### src/qdi_pkg.sv
// Shared constants and types for the quad DAC two-wire write receiver.
// Assumes a single system clock domain; bus pins are resynchronised inside.
package qdi_pkg;

  // Byte framing
  localparam int          BYTE_BITS      = 8;
  localparam logic [3:0]  BIT_CNT_FULL   = 4'h8;
  localparam logic [3:0]  BIT_CNT_ZERO   = 4'h0;
  localparam logic [3:0]  BIT_CNT_ONE    = 4'h1;

  // Address byte layout
  localparam logic [4:0]  ADDR_PREFIX    = 5'h13;
  localparam int          ADDR_PFX_MSB   = 7;
  localparam int          ADDR_PFX_LSB   = 3;
  localparam int          ADDR_BIT1_POS  = 2;
  localparam int          ADDR_BIT0_POS  = 1;
  localparam int          ADDR_RW_POS    = 0;

  // High-speed master code, upper five bits
  localparam logic [4:0]  MCODE_PREFIX   = 5'h01;

  // Control byte layout
  localparam int          CTRL_PKG_UPPER = 7;
  localparam int          CTRL_PKG_LOWER = 6;
  localparam int          CTRL_LOAD_MSB  = 5;
  localparam int          CTRL_LOAD_LSB  = 4;
  localparam int          CTRL_CHAN_MSB  = 2;
  localparam int          CTRL_CHAN_LSB  = 1;
  localparam int          CTRL_PD_POS    = 0;
  localparam logic [7:0]  CTRL_RESET     = 8'h00;
  localparam logic [7:0]  BYTE_RESET     = 8'h00;

  // Load modes
  localparam logic [1:0]  LOAD_TEMP      = 2'h0;
  localparam logic [1:0]  LOAD_SINGLE    = 2'h1;
  localparam logic [1:0]  LOAD_ALL       = 2'h2;
  localparam logic [1:0]  LOAD_BCAST     = 2'h3;

  // Power-down code bits inside the high byte
  localparam int          PD_CODE_HI_POS = 7;
  localparam int          PD_CODE_LO_POS = 6;

  // Which byte of the write sequence is expected next
  typedef enum logic [1:0] {
    STG_ADDR,
    STG_CTRL,
    STG_HIGH,
    STG_LOW
  } qdi_stage_t;

  // One channel update, handed out at the low-byte acknowledge
  typedef struct packed {
    logic [1:0] channel;
    logic [1:0] loadMode;
    logic       powerdownSelectBit;
    logic       broadcast;
    logic [7:0] highByte;
  } qdi_update_t;

  localparam qdi_update_t UPDATE_RESET = '0;

endpackage

### src/qdi_write_receiver.sv
// Write-side slave receiver of a quad 8-bit DAC on a two-wire bus.
// Assumes clock far faster than the bus clock; SCL and SDA are oversampled.
`timescale 1ns/10ps
`default_nettype none

module qdi_write_receiver
  import qdi_pkg::*;
#(
  parameter int SYNC_STAGES = 2
) (
  input  wire logic        clock,              // System clock, 125 MHz
  input  wire logic        reset_n,            // Asynchronous reset
  input  wire logic        clkEn,              // Freezes all state when low
  input  wire logic        sclPin,             // Bus clock pin
  input  wire logic        sdaIn,              // Bus data pin level
  output var  logic        sdaOut,             // Data drive level, always 0
  output var  logic        sdaOe,              // High while pulling SDA low
  input  wire logic        pkgAddrUpper,       // Package address strap, upper
  input  wire logic        pkgAddrLower,       // Package address strap, lower
  input  wire logic        slaveAddrBitOne,    // Slave address strap, bit 1
  input  wire logic        slaveAddrBitZero,   // Slave address strap, bit 0
  output var  logic        updValid,           // Update word waiting
  output var  qdi_update_t updWord,            // Update word
  input  wire logic        updReady,           // Consumer takes the word
  output var  logic [7:0]  ctrlReg,            // Last accepted control byte
  output var  logic        hsMode,             // High-speed entry seen
  output var  logic        busBusy             // Between START and STOP
);

  localparam int NUM_PINS = 6;

  typedef enum logic [1:0] {ST_IDLE, ST_BITS, ST_ACK, ST_SKIP} qdi_state_t;

  // Address decode is needed for both ack and skip decisions
  function automatic logic addrMatch(input logic [7:0] b,
                                     input logic a1, input logic a0);
    addrMatch = (b[ADDR_PFX_MSB:ADDR_PFX_LSB] == ADDR_PREFIX) &&
                (b[ADDR_BIT1_POS] == a1) &&
                (b[ADDR_BIT0_POS] == a0) &&
                !b[ADDR_RW_POS];
  endfunction

  function automatic logic isMasterCode(input logic [7:0] b);
    isMasterCode = (b[ADDR_PFX_MSB:ADDR_PFX_LSB] == MCODE_PREFIX);
  endfunction

  // Pin synchronisers
  logic [NUM_PINS-1:0] pinRaw, syncStage1_ff, syncStage2_ff;

  assign pinRaw = {sclPin, sdaIn, pkgAddrUpper, pkgAddrLower,
                   slaveAddrBitOne, slaveAddrBitZero};

  for (genvar gi = 0; gi < NUM_PINS; gi++) begin : g_sync
    always_ff @(posedge clock or negedge reset_n) begin
      if (!reset_n) begin
        syncStage1_ff[gi] <= 1'b1;
        syncStage2_ff[gi] <= 1'b1;
      end else if (clkEn) begin
        syncStage1_ff[gi] <= pinRaw[gi];
        syncStage2_ff[gi] <= syncStage1_ff[gi];
      end
    end
  end

  logic sclS, sdaS, a3S, a2S, a1S, a0S;
  assign {sclS, sdaS, a3S, a2S, a1S, a0S} = syncStage2_ff;

  // Edge and condition detection
  logic sclPrev_ff, sdaPrev_ff;

  always_ff @(posedge clock or negedge reset_n) begin
    if (!reset_n) begin
      sclPrev_ff <= 1'b1;
      sdaPrev_ff <= 1'b1;
    end else if (clkEn) begin
      sclPrev_ff <= sclS;
      sdaPrev_ff <= sdaS;
    end
  end

  logic sclRise, sclFall, startCond, stopCond;
  assign sclRise   = sclS && !sclPrev_ff;
  assign sclFall   = !sclS && sclPrev_ff;
  assign startCond = sclS && sclPrev_ff && sdaPrev_ff && !sdaS;
  assign stopCond  = sclS && sclPrev_ff && !sdaPrev_ff && sdaS;

  // Byte machine state
  qdi_state_t  state_ff;
  qdi_state_t  nxt_state;
  qdi_stage_t  stage_ff;
  qdi_stage_t  nxt_stage;
  logic [3:0]  bitCnt_ff;
  logic [7:0]  shift_ff;
  logic [7:0]  ctrl_ff;
  logic [7:0]  high_ff;
  logic        acking_ff, lastByte_ff;
  logic        bufRoom, ackNow, mcodeNow;
  logic        byteEnd, ackEnd, pushUpd;
  logic [1:0]  rxLoad;

  assign byteEnd = (state_ff == ST_BITS) && sclFall &&
                   (bitCnt_ff == BIT_CNT_FULL);
  assign ackEnd  = (state_ff == ST_ACK) && sclFall;
  assign rxLoad  = shift_ff[CTRL_LOAD_MSB:CTRL_LOAD_LSB];

  // Acknowledge decision for the byte just shifted in
  always_comb begin
    ackNow    = 1'b0;
    mcodeNow  = 1'b0;
    nxt_stage = stage_ff;
    case (stage_ff)
      STG_ADDR: begin
        mcodeNow = isMasterCode(shift_ff);
        ackNow   = addrMatch(shift_ff, a1S, a0S);
        nxt_stage = STG_CTRL;
      end
      STG_CTRL: begin
        ackNow = (rxLoad == LOAD_BCAST) ||
                 ((shift_ff[CTRL_PKG_UPPER] == a3S) &&
                  (shift_ff[CTRL_PKG_LOWER] == a2S));
        nxt_stage = STG_HIGH;
      end
      STG_HIGH: begin
        ackNow    = 1'b1;
        nxt_stage = STG_LOW;
      end
      STG_LOW: begin
        // No room means no ack, so the master sees the stall
        ackNow    = bufRoom;
        nxt_stage = STG_HIGH;
      end
      default: nxt_stage = STG_ADDR;
    endcase
  end

  // Next state of the byte machine
  always_comb begin
    nxt_state = state_ff;
    case (state_ff)
      ST_IDLE: nxt_state = ST_IDLE;
      ST_BITS: nxt_state = byteEnd ? ST_ACK : ST_BITS;
      ST_ACK: begin
        if (ackEnd) begin
          nxt_state = (acking_ff && !lastByte_ff) ? ST_BITS : ST_SKIP;
        end
      end
      ST_SKIP: nxt_state = ST_SKIP;
      default: nxt_state = ST_IDLE;
    endcase
    // START and repeated START always restart at the address byte
    if (startCond) begin
      nxt_state = ST_BITS;
    end else if (stopCond) begin
      nxt_state = ST_IDLE;
    end
  end

  always_ff @(posedge clock or negedge reset_n) begin
    if (!reset_n) begin
      state_ff <= ST_IDLE;
    end else if (clkEn) begin
      state_ff <= nxt_state;
    end
  end

  always_ff @(posedge clock or negedge reset_n) begin
    if (!reset_n) begin
      stage_ff <= STG_ADDR;
    end else if (clkEn) begin
      if (startCond) begin
        stage_ff <= STG_ADDR;
      end else if (ackEnd && acking_ff) begin
        stage_ff <= nxt_stage;
      end
    end
  end

  // Bit counter and shift register
  always_ff @(posedge clock or negedge reset_n) begin
    if (!reset_n) begin
      bitCnt_ff <= BIT_CNT_ZERO;
      shift_ff  <= BYTE_RESET;
    end else if (clkEn) begin
      if (startCond || ackEnd) begin
        bitCnt_ff <= BIT_CNT_ZERO;
      end else if ((state_ff == ST_BITS) && sclRise &&
                   (bitCnt_ff != BIT_CNT_FULL)) begin
        bitCnt_ff <= bitCnt_ff + BIT_CNT_ONE;
        shift_ff  <= {shift_ff[BYTE_BITS-2:0], sdaS};
      end
    end
  end

  // Acknowledge drive; released at the fall ending the ninth clock
  always_ff @(posedge clock or negedge reset_n) begin
    if (!reset_n) begin
      acking_ff   <= 1'b0;
      lastByte_ff <= 1'b0;
    end else if (clkEn) begin
      if (startCond || stopCond || ackEnd) begin
        acking_ff   <= 1'b0;
        lastByte_ff <= 1'b0;
      end else if (byteEnd) begin
        acking_ff   <= ackNow;
        // Power-down takes one pair, later bytes go unanswered
        lastByte_ff <= (stage_ff == STG_LOW) &&
                       ctrl_ff[CTRL_PD_POS];
      end
    end
  end

  always_ff @(posedge clock or negedge reset_n) begin
    if (!reset_n) begin
      sdaOe  <= 1'b0;
      sdaOut <= 1'b0;
    end else if (clkEn) begin
      sdaOut <= 1'b0;
      if (startCond || stopCond || ackEnd) begin
        sdaOe <= 1'b0;
      end else if (byteEnd) begin
        sdaOe <= ackNow;
      end
    end
  end

  // Control and high-byte capture
  always_ff @(posedge clock or negedge reset_n) begin
    if (!reset_n) begin
      ctrl_ff <= CTRL_RESET;
      high_ff <= BYTE_RESET;
    end else if (clkEn) begin
      if (byteEnd && ackNow && (stage_ff == STG_CTRL))
        ctrl_ff <= shift_ff;
      if (byteEnd && (stage_ff == STG_HIGH))
        high_ff <= shift_ff;
    end
  end

  assign ctrlReg = ctrl_ff;

  // Speed mode and bus activity flags
  always_ff @(posedge clock or negedge reset_n) begin
    if (!reset_n) begin
      hsMode  <= 1'b0;
      busBusy <= 1'b0;
    end else if (clkEn) begin
      if (stopCond) begin
        hsMode  <= 1'b0;
        busBusy <= 1'b0;
      end else begin
        if (startCond) busBusy <= 1'b1;
        if (byteEnd && (stage_ff == STG_ADDR) && mcodeNow) begin
          hsMode <= 1'b1;
        end
      end
    end
  end

  // Two-entry buffer; the output slot is a flop so a stall loses nothing
  qdi_update_t slot0_ff, slot1_ff, pushWord;
  logic        slot1Valid_ff, popUpd;

  assign pushUpd = ackEnd && acking_ff && (stage_ff == STG_LOW);
  assign popUpd  = updValid && updReady;
  assign bufRoom = !slot1Valid_ff;

  always_comb begin
    pushWord                    = UPDATE_RESET;
    pushWord.channel            = ctrl_ff[CTRL_CHAN_MSB:CTRL_CHAN_LSB];
    pushWord.loadMode           = ctrl_ff[CTRL_LOAD_MSB:CTRL_LOAD_LSB];
    pushWord.powerdownSelectBit = ctrl_ff[CTRL_PD_POS];
    pushWord.broadcast          = (pushWord.loadMode == LOAD_BCAST);
    pushWord.highByte           = high_ff;
  end

  always_ff @(posedge clock or negedge reset_n) begin
    if (!reset_n) begin
      updValid      <= 1'b0;
      slot1Valid_ff <= 1'b0;
      slot0_ff      <= UPDATE_RESET;
      slot1_ff      <= UPDATE_RESET;
    end else if (clkEn) begin
      case ({pushUpd, popUpd})
        2'h2: begin
          if (!updValid) begin
            slot0_ff <= pushWord;
            updValid <= 1'b1;
          end else begin
            slot1_ff      <= pushWord;
            slot1Valid_ff <= 1'b1;
          end
        end
        2'h1: begin
          slot0_ff      <= slot1_ff;
          updValid      <= slot1Valid_ff;
          slot1Valid_ff <= 1'b0;
        end
        2'h3: begin
          if (slot1Valid_ff) begin
            slot0_ff <= slot1_ff;
            slot1_ff <= pushWord;
          end else begin
            slot0_ff <= pushWord;
          end
        end
        default: slot0_ff <= slot0_ff;
      endcase
    end
  end

  assign updWord = slot0_ff;

endmodule // qdi_write_receiver

`default_nettype wire

### config.mk
export PLATFORM = sky130hd
export DESIGN_NAME = qdi_write_receiver
export DESIGN_NICKNAME = d
export VERILOG_FILES = /design/src/qdi_pkg.sv /design/src/qdi_write_receiver.sv
export SDC_FILE = /design/constraint.sdc
export NUM_CORES = 1
export LEC_CHECK = 0
export ABC_AREA = 1
export BUFFER_PORTS_ARGS = -buffer_cell sky130_fd_sc_hd__buf_4
export CAP_MARGIN = 15
export CORE_UTILIZATION = 35
export CTS_CLUSTER_SIZE = 28
export DETAILED_ROUTE_END_ITERATION = 10
export PLACE_DENSITY = 0.6
export SLEW_MARGIN = 10
export SYNTH_ARGS = -nofsm -noshare
export SYNTH_HDL_FRONTEND = slang
export SYNTH_SLANG_ARGS = --single-unit
### constraint.sdc
create_clock -name clock -period 3.1 [get_ports clock]
set_clock_uncertainty 0.1 [all_clocks]
set_input_delay 0.775 -clock clock [delete_from_list [all_inputs] [get_ports clock]]
set_output_delay 0.775 -clock clock [all_outputs]
set_load 0.02 [all_outputs]
; Word level (Yosys, flattened, before mapping)
; Index checks and enable logic that the tools add are counted.
[totals]
regBits = 80
inputBits = 10
[classes]
addsub = 1
eq_ne = 23
muxes = 30
bitwise = 1
n_reduce_logical = 61
[ops]
columns = operator, n
row1 = $mux W14, 4
row2 = $pmux W14 S3, 1
row3 = $pmux W14 S2, 1
row4 = $logic_and A1 B1 Y1, 26
row5 = $reduce_and A2 Y1, 9
row6 = $eq A2 B2 Y1 const B, 8
row7 = $mux W2, 7
row8 = $reduce_bool A2 Y1, 7
row9 = $mux W1, 10
row10 = $reduce_and A3 Y1, 3
row11 = $mux W4, 2
row12 = $ne A4 B4 Y1 const B, 2
row13 = $pmux W2 S4, 1
row14 = $logic_not A1 Y1, 7
row15 = $eq A2 B1 Y1 const B, 3
row16 = $ne A2 B2 Y1 const B, 3
row17 = $pmux W2 S3, 1
row18 = $eq A5 B1 Y1 const B, 1
row19 = $eq A5 B5 Y1 const B, 1
row20 = $add A4 B1 Y4 const B, 1
row21 = $eq A1 B1 Y1, 4
row22 = $eq A4 B4 Y1 const B, 1
row23 = $logic_not A2 Y1, 2
row24 = $logic_or A1 B1 Y1, 4
row25 = other kinds (6), 7

; Depth between registers and ports, before layout
; Gate-level depths: netlist (run 1).
[logic_depth]
word_depth = 8
mapped_depth = 13
depth_no_buf = 12

; Least setup slack after synthesis (run 1)
; OpenSTA, ideal clock, no wires.
[synth_timing]
path_kind = reg-to-reg
from = reg sclPrev_ff
to = reg slot0_ff (netlist bit updWord[10])
setup_time_ns = 0.126
arrival_ns = 1.942
slack_ns = 0.932
stages_incl_launch_ff = 12
path_buffers = 1
cell_sequence = dfstp_2 nand2_2 nor2_1 nand2_1 nor2_1 inv_1 ha_1 a21oi_1 buf_2 o22ai_1 nand2_1 o21ai_0
[synth_via]
elab_chain_len = 7
[synth_lines]
columns = element, line
row1 = "start, declared", qdi_write_receiver.sv:69  ; logic sclPrev_ff, sdaPrev_ff;
row2 = "start signal, assigned", qdi_write_receiver.sv:76  ; sclPrev_ff <= sclS;
row3 = $logic_and A1 B1 Y1 (*), qdi_write_receiver.sv:83  ; assign sclFall = !sclS && sclPrev_ff;
row4 = $logic_and A1 B1 Y1 (*), qdi_write_receiver.sv:103  ; assign ackEnd = (state_ff == ST_ACK) && sclFall;
row5 = $logic_and A1 B1 Y1 (*) (2 in a row), qdi_write_receiver.sv:263  ; assign pushUpd = ackEnd && acking_ff && (stage_ff == STG_LOW);
row6 = $eq A2 B2 Y1 / $eq A2 B1 Y1 (equally long branches), qdi_write_receiver.sv:283  ; case ({pushUpd, popUpd})
row7 = $ne A2 B2 Y1 (no source line) / $reduce_bool A3 Y1 (equally long branches), n/a
row8 = $reduce_and A3 Y1 (no source line), n/a
row9 = "end signal, assigned", qdi_write_receiver.sv:286  ; slot0_ff <= pushWord;
row10 = "end signal, assigned", qdi_write_receiver.sv:294  ; slot0_ff <= slot1_ff;
row11 = "end signal, assigned", qdi_write_receiver.sv:300  ; slot0_ff <= slot1_ff;
row12 = "end, declared", qdi_write_receiver.sv:260  ; qdi_update_t slot0_ff, slot1_ff, pushWord;
; Every way passes the cells marked *; elsewhere a longest branch is shown, timed or not.
; A chain may end at the register's enable or synchronous reset.

; Worst setup path in the final report (run 1)
[layout_timing]
from = reg sclPrev_ff
to = reg slot1_ff[3] (netlist name)
[layout_via]
elab_chain_len = 7
[layout_lines]
columns = element, line
row1 = $logic_and A1 B1 Y1 (*), qdi_write_receiver.sv:83
row2 = $logic_and A1 B1 Y1 (*), qdi_write_receiver.sv:103
row3 = $logic_and A1 B1 Y1 (*) (2 in a row), qdi_write_receiver.sv:263
row4 = $eq A2 B2 Y1, qdi_write_receiver.sv:283
row5 = $ne A2 B2 Y1 (no source line) / $reduce_bool A2 Y1 (equally long branches), n/a
row6 = $reduce_and A4 Y1 (no source line), n/a
row7 = "end signal, assigned", qdi_write_receiver.sv:289  ; slot1_ff <= pushWord;
row8 = "end signal, assigned", qdi_write_receiver.sv:301  ; slot1_ff <= pushWord;
row9 = "end, declared", qdi_write_receiver.sv:260
; Marked as above.

==> results of run 1 <==
## registers in the layout, summed over array words and instances (netlist names), 2 cells and up
| name | cells |
|---|---|
| slot1_ff | 14 |
| bitCnt_ff | 4 |
| ctrlReg | 8 |
| syncStage1_ff | 6 |
| state_ff | 2 |
| shift_ff | 8 |
| updWord | 14 |
| high_ff | 8 |
| stage_ff | 2 |
## routing by layer
metal / routed length [um] / vias up / track usage
li1: - / 1483 / -
met1: 3580 / 1361 / 0.194
met2: 3330 / 62 / 0.227
met3: 263 / 8 / 0.0328
met4: 101 / 0 / 0.0440
met5: 0 / - / 0
## final cells by class
| class | instances | area (um^2) |
|---|---|---|
| timing repair buffer | 40 | 313 |
| sequential | 80 | 2020 |
| tap | 136 | 170 |
| fill | 1064 | 6100 |
| multi-input combinational | 270 | 1420 |
| clock inverter | 7 | 81.3 |
| inverter | 77 | 289 |
| clock buffer | 9 | 124 |
## power groups by stage
stage	logic [uW]	clock network, uW	registers (uW)
global placement	625	0	1370
detailed placement	635	0	1380
CTS	637	837	1360
floorplan	423	0	1370
global route	717	875	1380
finish	630	804	1360
## path summary, 6_finish.rpt
path | from | end | slack (ns)
worst max-delay path | sclPrev_ff | slot1_ff[3] | 0.38
worst min-delay path | reset_n | updWord[1] | 0.24
worst max register to register | sclPrev_ff | slot1_ff[3] | 0.38
worst min register to register | syncStage1_ff[3] | syncStage1_ff[3] | 0.36
max in group asynchronous | reset_n | syncStage1_ff[0] | 2.00
min in group clock | syncStage1_ff[3] | syncStage1_ff[3] | 0.36
## logic make-up after synthesis
| logic type | after synthesis | share of synthesized area |
|---|---|---|
| AOI/OAI and AO/OA | 92 | 0.147 |
| xor gates and xnor gates | 3 | 0.00682 |
| adders and majority gates | 5 | 0.0162 |
| buffers and inverters | 96 | 0.108 |
| DFF | 80 | 0.524 |
| other | 1 | 0.000974 |
| and+or+nand+nor | 169 | 0.197 |
## synth_stat cells, drive strengths merged
cell type  number
o22ai          16
inv            77
buf            15
ha              5
nand3          12
dfstp          14
xor2            2
nor4            1
nor3            3
a21oi           9
conb            1
nand2         130
a31oi           1
xnor2           1
dfrtp          66
nor2           13
o21ai          66
clkbuf          4
nand4          10
## stage by stage
stage	setup WS, ns	instances	hold slack, ns
finish	0.378	619	0.240
detailed placement	0.413	603	0.357
floorplan	0.932	446	0.337
global route	0.180	619	0.253
global placement	0.481	603	0.353
CTS	0.382	619	0.234
## critical path, cell delays in order, from the launching register on
cell	delay, ns
dfstp_2	0.58
nand2_2	0.09
nor2_1	0.19
nand2_1	0.10
nor2_1	0.18
ha_1	0.27
nand2_1	0.10
o21ai_0	0.11
nand3_2	0.49
buf_4	0.34
o21ai_2	0.10
==> run metrics, run 1 <==
Syn-to-layout area delta=14.6%; Fin Setup TNS=0 ns; row count=37; VDD IR max=0.414 mV; H-tree depth=3; PD cells=633 nW/um^2; Final Cycle Share=0.878; Die ar.=11400 um^2; post-route cell area=4410 um^2; starting density of the core=0.366; clk root buf=clkbuf_8; CTS tree=yes; Sw Share=0.353; # port buffers=35; CTS buffer count=9; Comb pwr share=0.226; IO Count=37; unrepaired setup endpoints after global routing=false; CP Class=register to register; Req. time, crit path=3.29 ns; Rel. slew slack=0.587; dpl hpwl=5140 um; layout cells sized above 1=0.211; routability cong.=0.807; Yosys top cell area share=0.429; most common cell after layout, fill and taps aside=nand2_1; CP Max Fanout=26; post-synthesis sequential area ratio=0.524; hold crit path type=input pin to asynchronous set/reset pin; Antenna Nets Post-Route=0; most frequent cells in the layout=nand2_1, inv_1, dfrtp_1, o21ai_0, buf_4; worst r2r path cells=10; die width=107 um; count of different cell masters after synthesis=34; Reg power frac=0.486; fin. max-slew vios=0; kind of end point of the critical path=register; synth top area cells=dfrtp_1, nand2_1, dfstp_2; Worst setup SP type=register; total track usage=0.143; total wire length=7280 um; Least-Margin Pin Slew=0.619 ns; Max Cap Viol=0; Final Hold Fails=0; largest net degree at the start of global routing=52; initial antenna violation count=0; CTS resizes=0; switching power=985 uW; Overall Power=2790 uW; DRT iter0 DRCs=142; Vias=2914; Finished Core Util=0.420; Arrival @ worst endpoint=2.91 ns; buffer count from post-CTS setup fixing=0; Lkg Pwr=0.00206 uW; Cell Area, Synth=3850 um^2; Clk pwr share=0.288; Clock Sinks=80; Clock Latency Late Sink=0.35 ns; die extent in y=107 um; n_diodes=0; DRC viols=0; outcome=complete, no violations; Synth area leader=dfrtp_1; Cell Area, Placed=4210 um^2; Clk pin slew, worst setup/hold paths=0.09 ns; First-pass DRT Iterations=4; first-pass GRT wire length=13000 um; clk buf depth=2; minimum clock period=2.72 ns; Syn Nets=461; Max Freq=367 MHz; #FFs+latches synth=80; Total Nets Final=493; vias in the first global route=2777; core box area=10500 um^2; gr ovfl total=0; syn_area_per_cell=8.63 um^2; hold-fix buffers at CTS=0; final setup fails=0; Cell Int Power=1810 uW; Synth Warn #=0; Mapped Cells=446; vias per cell=4.71; WL/cell=11.8 um
No activity file was read; power rests on OpenSTA's default activity.
==> run 2: changes to the inputs <==
- TNS_END_PERCENT: not set -> 50
- clock period: 3.1 -> 2.7 ns (I/O delays scaled with it)
==> run 2 against run 1 <==
Effect of this change: via count fell by 2.8%; critical path depth unchanged; design area fell by 0.40%; final cell count is 0.16% higher; non-clock buffer count up 1; clock-buffer cell count did not move; setup slack improved by 0.0073 ns; critical path type unchanged; largest cell class unchanged.
==> run metrics, run 2 (same netlist as run 1, synthesis figures left out) <==
CP Max Fanout=14; gr ovfl total=0; routability cong.=0.816; H-tree depth=3; DRC viols=0; clk root buf=clkbuf_8; first-pass GRT wire length=12700 um; unrepaired setup endpoints after global routing=false; First-pass DRT Iterations=4; PD cells=705 nW/um^2; Worst R2R Start=sclPrev_ff; Worst setup SP type=register; Overall Power=3100 uW; Fin Setup TNS=0 ns; Vias=2831; fill cell count=1069; CP Class=register to register; Sw Share=0.362; largest net degree at the start of global routing=39; fin. max-slew vios=0; Arrival @ worst endpoint=2.46 ns; most frequent cells in the layout=nand2_1, inv_1, dfrtp_1, o21ai_0, buf_4; Total Nets Final=494; die extent in y=107 um; r2r endpoint=updWord[4]; Cell Int Power=1980 uW; WL/cell=11.8 um; Least-Margin Pin Slew=0.640 ns; CTS tree=yes; vias in the first global route=2654; row count=37; hold crit path type=input pin to asynchronous set/reset pin; Comb pwr share=0.235; IO Count=37; Critical Path Max Stage Delay=0.57 ns; layout cells sized above 1=0.213; Hold Slack=0.173 ns; Clock Latency Late Sink=0.35 ns; minimum clock period=2.31 ns; Reg power frac=0.505; Max Freq=432 MHz; VDD IR max=0.383 mV; Antenna Nets Post-Route=0; Clock Sinks=80; Rel. slew slack=0.573; worst r2r path cells=10; final setup fails=0; hold-fix buffers at CTS=0; dpl hpwl=5160 um; clk buf depth=2; cell family with most CP delay=simple AND/OR/NAND/NOR gates; Lkg Pwr=0.00204 uW; Clk pwr share=0.261; CP max-delay cell=dfstp_2; initial antenna violation count=0; most common cell after layout, fill and taps aside=nand2_1; Final Hold Fails=0; total wire length=7340 um; total track usage=0.143; buffer count from post-CTS setup fixing=0; Finished Core Util=0.418; Max Cap Viol=0; CTS buffer count=9; Req. time, crit path=2.85 ns; CTS resizes=0; starting density of the core=0.366; crit-path cells=nand2_2 > nor2_1 > nand2_1 > nor2_1 > ha_1 > nand2_1 > o21ai_2 > o22ai_1 > nand2_1 > o21ai_0; core box area=10500 um^2; n_diodes=0; kind of end point of the critical path=register; outcome=complete, no violations; switching power=1120 uW; Worst path most repeated cell=nand2_1; # port buffers=35; Syn-to-layout area delta=14.1%; vias per cell=4.57; die width=107 um; DRT iter0 DRCs=153; Buffers & Inverters on Critical Path=0; FF-to-FF setup slack=0.39 ns; Final Cycle Share=0.857; Die ar.=11400 um^2; Clk pin slew, worst setup/hold paths=0.09 ns
-- run 2: changes by cell type in the layout (fill, tap and decap cells not counted), sizes merged --
cell	change
buf	+1
bufinv	-1
clkinv	+1
clkinvlp	+3
inv	-3
-- run 2: through the flow --
| stage | cells | worst slack, ns | instance area (um^2) |
|---|---|---|---|
| after global routing | 620 | 0.148 | 4400 |
| after detailed placement | 604 | 0.379 | 4220 |
| after global placement | 604 | 0.408 | 4220 |
| after CTS | 620 | 0.367 | 4400 |
| after floorplan | 446 | 0.532 | 3850 |
| final | 620 | 0.385 | 4400 |
-- run 2: final cells by class --
class	count	area, um^2	share of cell area
multi-input combinational	270	1420	0.322
inverter	77	289	0.0658
clock inverter	7	56.3	0.0128
clock buffer	9	124	0.0282
tap	136	170	0.0387
sequential	80	2020	0.459
timing repair buffer	41	320	0.0729
-- run 2: per-layer routing --
| layer | share of wire | vias to the layer above | GRT usage |
|---|---|---|---|
| met4 | 0.0090 | 0 | 0.0401 |
| li1 | - | 1479 | - |
| met1 | 0.49 | 1305 | 0.189 |
| met5 | 0 | - | 0 |
| met3 | 0.038 | 8 | 0.0438 |
| met2 | 0.46 | 39 | 0.226 |
-- run 2: how the worst max path moves through the flow --
stage / from / to / slack, ns / cells past startpoint
after floorplan: sclPrev_ff / updWord[10] / 0.53 / 11
after global placement: updReady / updWord[4] / 0.41 / 8
after detailed placement: sclPrev_ff / slot1_ff[12] / 0.38 / 11
after CTS: sclPrev_ff / slot1_ff[12] / 0.37 / 11
after global routing: sclPrev_ff / updWord[0] / 0.15 / 10
final: sclPrev_ff / updWord[4] / 0.39 / 10
-- run 2: power by group through the flow --
| stage | Combinational, uW | Sequential (uW) | Clock [uW] |
|---|---|---|---|
| after CTS | 734 | 1560 | 841 |
| after floorplan | 485 | 1580 | 0 |
| final | 727 | 1560 | 808 |
| after global routing | 832 | 1590 | 892 |
| after detailed placement | 732 | 1580 | 0 |
| after global placement | 719 | 1580 | 0 |
==> run 3: changes to the inputs <==
- PLACE_DENSITY: 0.6 -> 0.62
- clock period: 2.7 -> 1.99 ns (I/O delays scaled with it)
==> run 3 against run 2 <==
Effect of this change: the run now ends with negative hold slack, negative setup slack left; final cell count increased by 3.2%; largest cell class unchanged; die area unchanged; via count increased by 6.4%; setup slack got worse by 0.41 ns; first-iteration DRC count decreased by 20%.
==> run metrics, run 3 (same netlist as run 1, synthesis figures left out) <==
outcome=complete, but fails checks; failing checks=negative hold slack, negative setup slack; Req. time, crit path=2.14 ns; IO Count=37; worst r2r path cells=11; # port buffers=35; kind of end point of the critical path=register; clk root buf=clkbuf_8; Clk pwr share=0.270; row count=37; CTS tree=yes; largest net degree at the start of global routing=37; Lkg Pwr=0.00221 uW; fin. max-slew vios=0; Critical Path Max Stage Delay=0.56 ns; Fin Setup TNS=-0.127 ns; DRC viols=0; Sw Share=0.355; Reg power frac=0.462; clk buf depth=2; die extent in y=107 um; Clock Latency Late Sink=0.36 ns; VDD IR max=0.513 mV; Die ar.=11400 um^2; Vias=3012; DRT iter0 DRCs=123; layout cells sized above 1=0.284; Antenna Nets Post-Route=0; Final Cycle Share=1.01; post-route cell area=4790 um^2; die width=107 um; vias in the first global route=2958; Total Nets Final=514; unrepaired setup endpoints after global routing=true; Cell Int Power=2940 uW; routability cong.=0.889; Clk pin slew, worst setup/hold paths=0.08 ns; CTS buffer count=9; hold-fix buffers at CTS=0; hold crit path type=input pin to asynchronous set/reset pin; initial antenna violation count=0; final setup fails=15; H-tree depth=3; first-pass GRT wire length=13900 um; Cells after DPL=616; core box area=10500 um^2; PD cells=952 nW/um^2; Cell Area, Placed=4370 um^2; Clock Sinks=80; dpl hpwl=5360 um; CP max-delay cell=dfstp_2; total track usage=0.156; First-pass DRT Iterations=4; Final Hold Fails=5; CP Max Fanout=14; Arrival @ worst endpoint=2.16 ns; gr ovfl total=0; CP Class=register to register; switching power=1620 uW; n_diodes=0; most common cell after layout, fill and taps aside=nand2_1; Non-Filler Instances=640; setup ws final=-0.0251 ns; Max Cap Viol=0; minimum clock period=2.02 ns; cell family with most CP delay=simple AND/OR/NAND/NOR gates; Max Freq=496 MHz; Comb pwr share=0.268; most frequent cells in the layout=nand2_1, inv_1, dfrtp_1, buf_4, o21ai_0; crit-path cells=nand2_4 > nor2_4 > nand2_2 > nor2_4 > ha_4 > inv_2 > o21ai_2 > nand3_4 > buf_12 > nand2_1 > o21ai_2; WL/cell=12.6 um; starting density of the core=0.366; Buffers & Inverters on Critical Path=2; vias per cell=4.71; total wire length=8080 um; Worst setup SP type=register; Finished Core Util=0.456; Hold Slack=-0.0195 ns; Syn-to-layout area delta=24.4%; pre-CTS setup slack=-0.230 ns; total number of cells along the worst setup path=11
[run 3: worst paths after layout]
check                           slack (ns)              from          endpoint
worst max-delay path                 -0.03        sclPrev_ff       slot1_ff[9]
worst min-delay path                 -0.02           reset_n        updWord[0]
worst max register to register       -0.03        sclPrev_ff       slot1_ff[9]
worst min register to register        0.37  syncStage1_ff[1]  syncStage1_ff[1]
max in group asynchronous             1.18           reset_n              sclS
min in group clock                    0.24   slaveAddrBitOne  syncStage1_ff[1]
[run 3: repair_timing]
action,CTS,global route
gates resized for setup,21,6
setup buffers,4,1
setup endpoints to repair,21,28
pin swaps,10,3
gates cloned,4,0
[run 3: worst reg2reg max path: cells and delay by family, from the launching register on]
| kind | cells | cell delay (ns) |
|---|---|---|
| buffers and inverters | 2 | 0.24 |
| adders and majority gates | 1 | 0.18 |
| AOI/OAI and AO/OA | 2 | 0.22 |
| and+or+nand+nor | 6 | 0.63 |
| DFF | 1 | 0.56 |
[run 3: layout make-up]
| type | count | area [um^2] |
|---|---|---|
| timing repair buffer | 58 | 505 |
| fill | 1018 | 5720 |
| clock buffer | 9 | 124 |
| sequential | 80 | 2020 |
| inverter | 77 | 289 |
| tap | 136 | 170 |
| multi-input combinational | 273 | 1600 |
| clock inverter | 7 | 80.1 |
[run 3: power groups by stage]
stage | Sequential [uW] | Combinational [uW] | Clock (uW)
final | 2110 | 1220 | 1230
after global placement | 2120 | 1050 | 0
after detailed placement | 2130 | 1080 | 0
after global routing | 2140 | 1360 | 1330
after floorplan | 2140 | 686 | 0
after CTS | 2100 | 1210 | 1260
[run 3: metrics by stage]
stage | hold WS [ns] | total power [uW]
finish | -0.0195 | 4560
CTS | 0.00385 | 4580
detailed placement | 0.355 | 3220
global placement | 0.351 | 3180
floorplan | 0.102 | 2830
global route | 0.00746 | 4830
[run 3: layer usage]
metal  GRT usage  vias up  routed length (um)
li1            -     1538                   -
met1       0.193     1403                3690
met2       0.257       60                3950
met3      0.0438       11                 310
met4      0.0616        0                 124
met5           0        -                   0
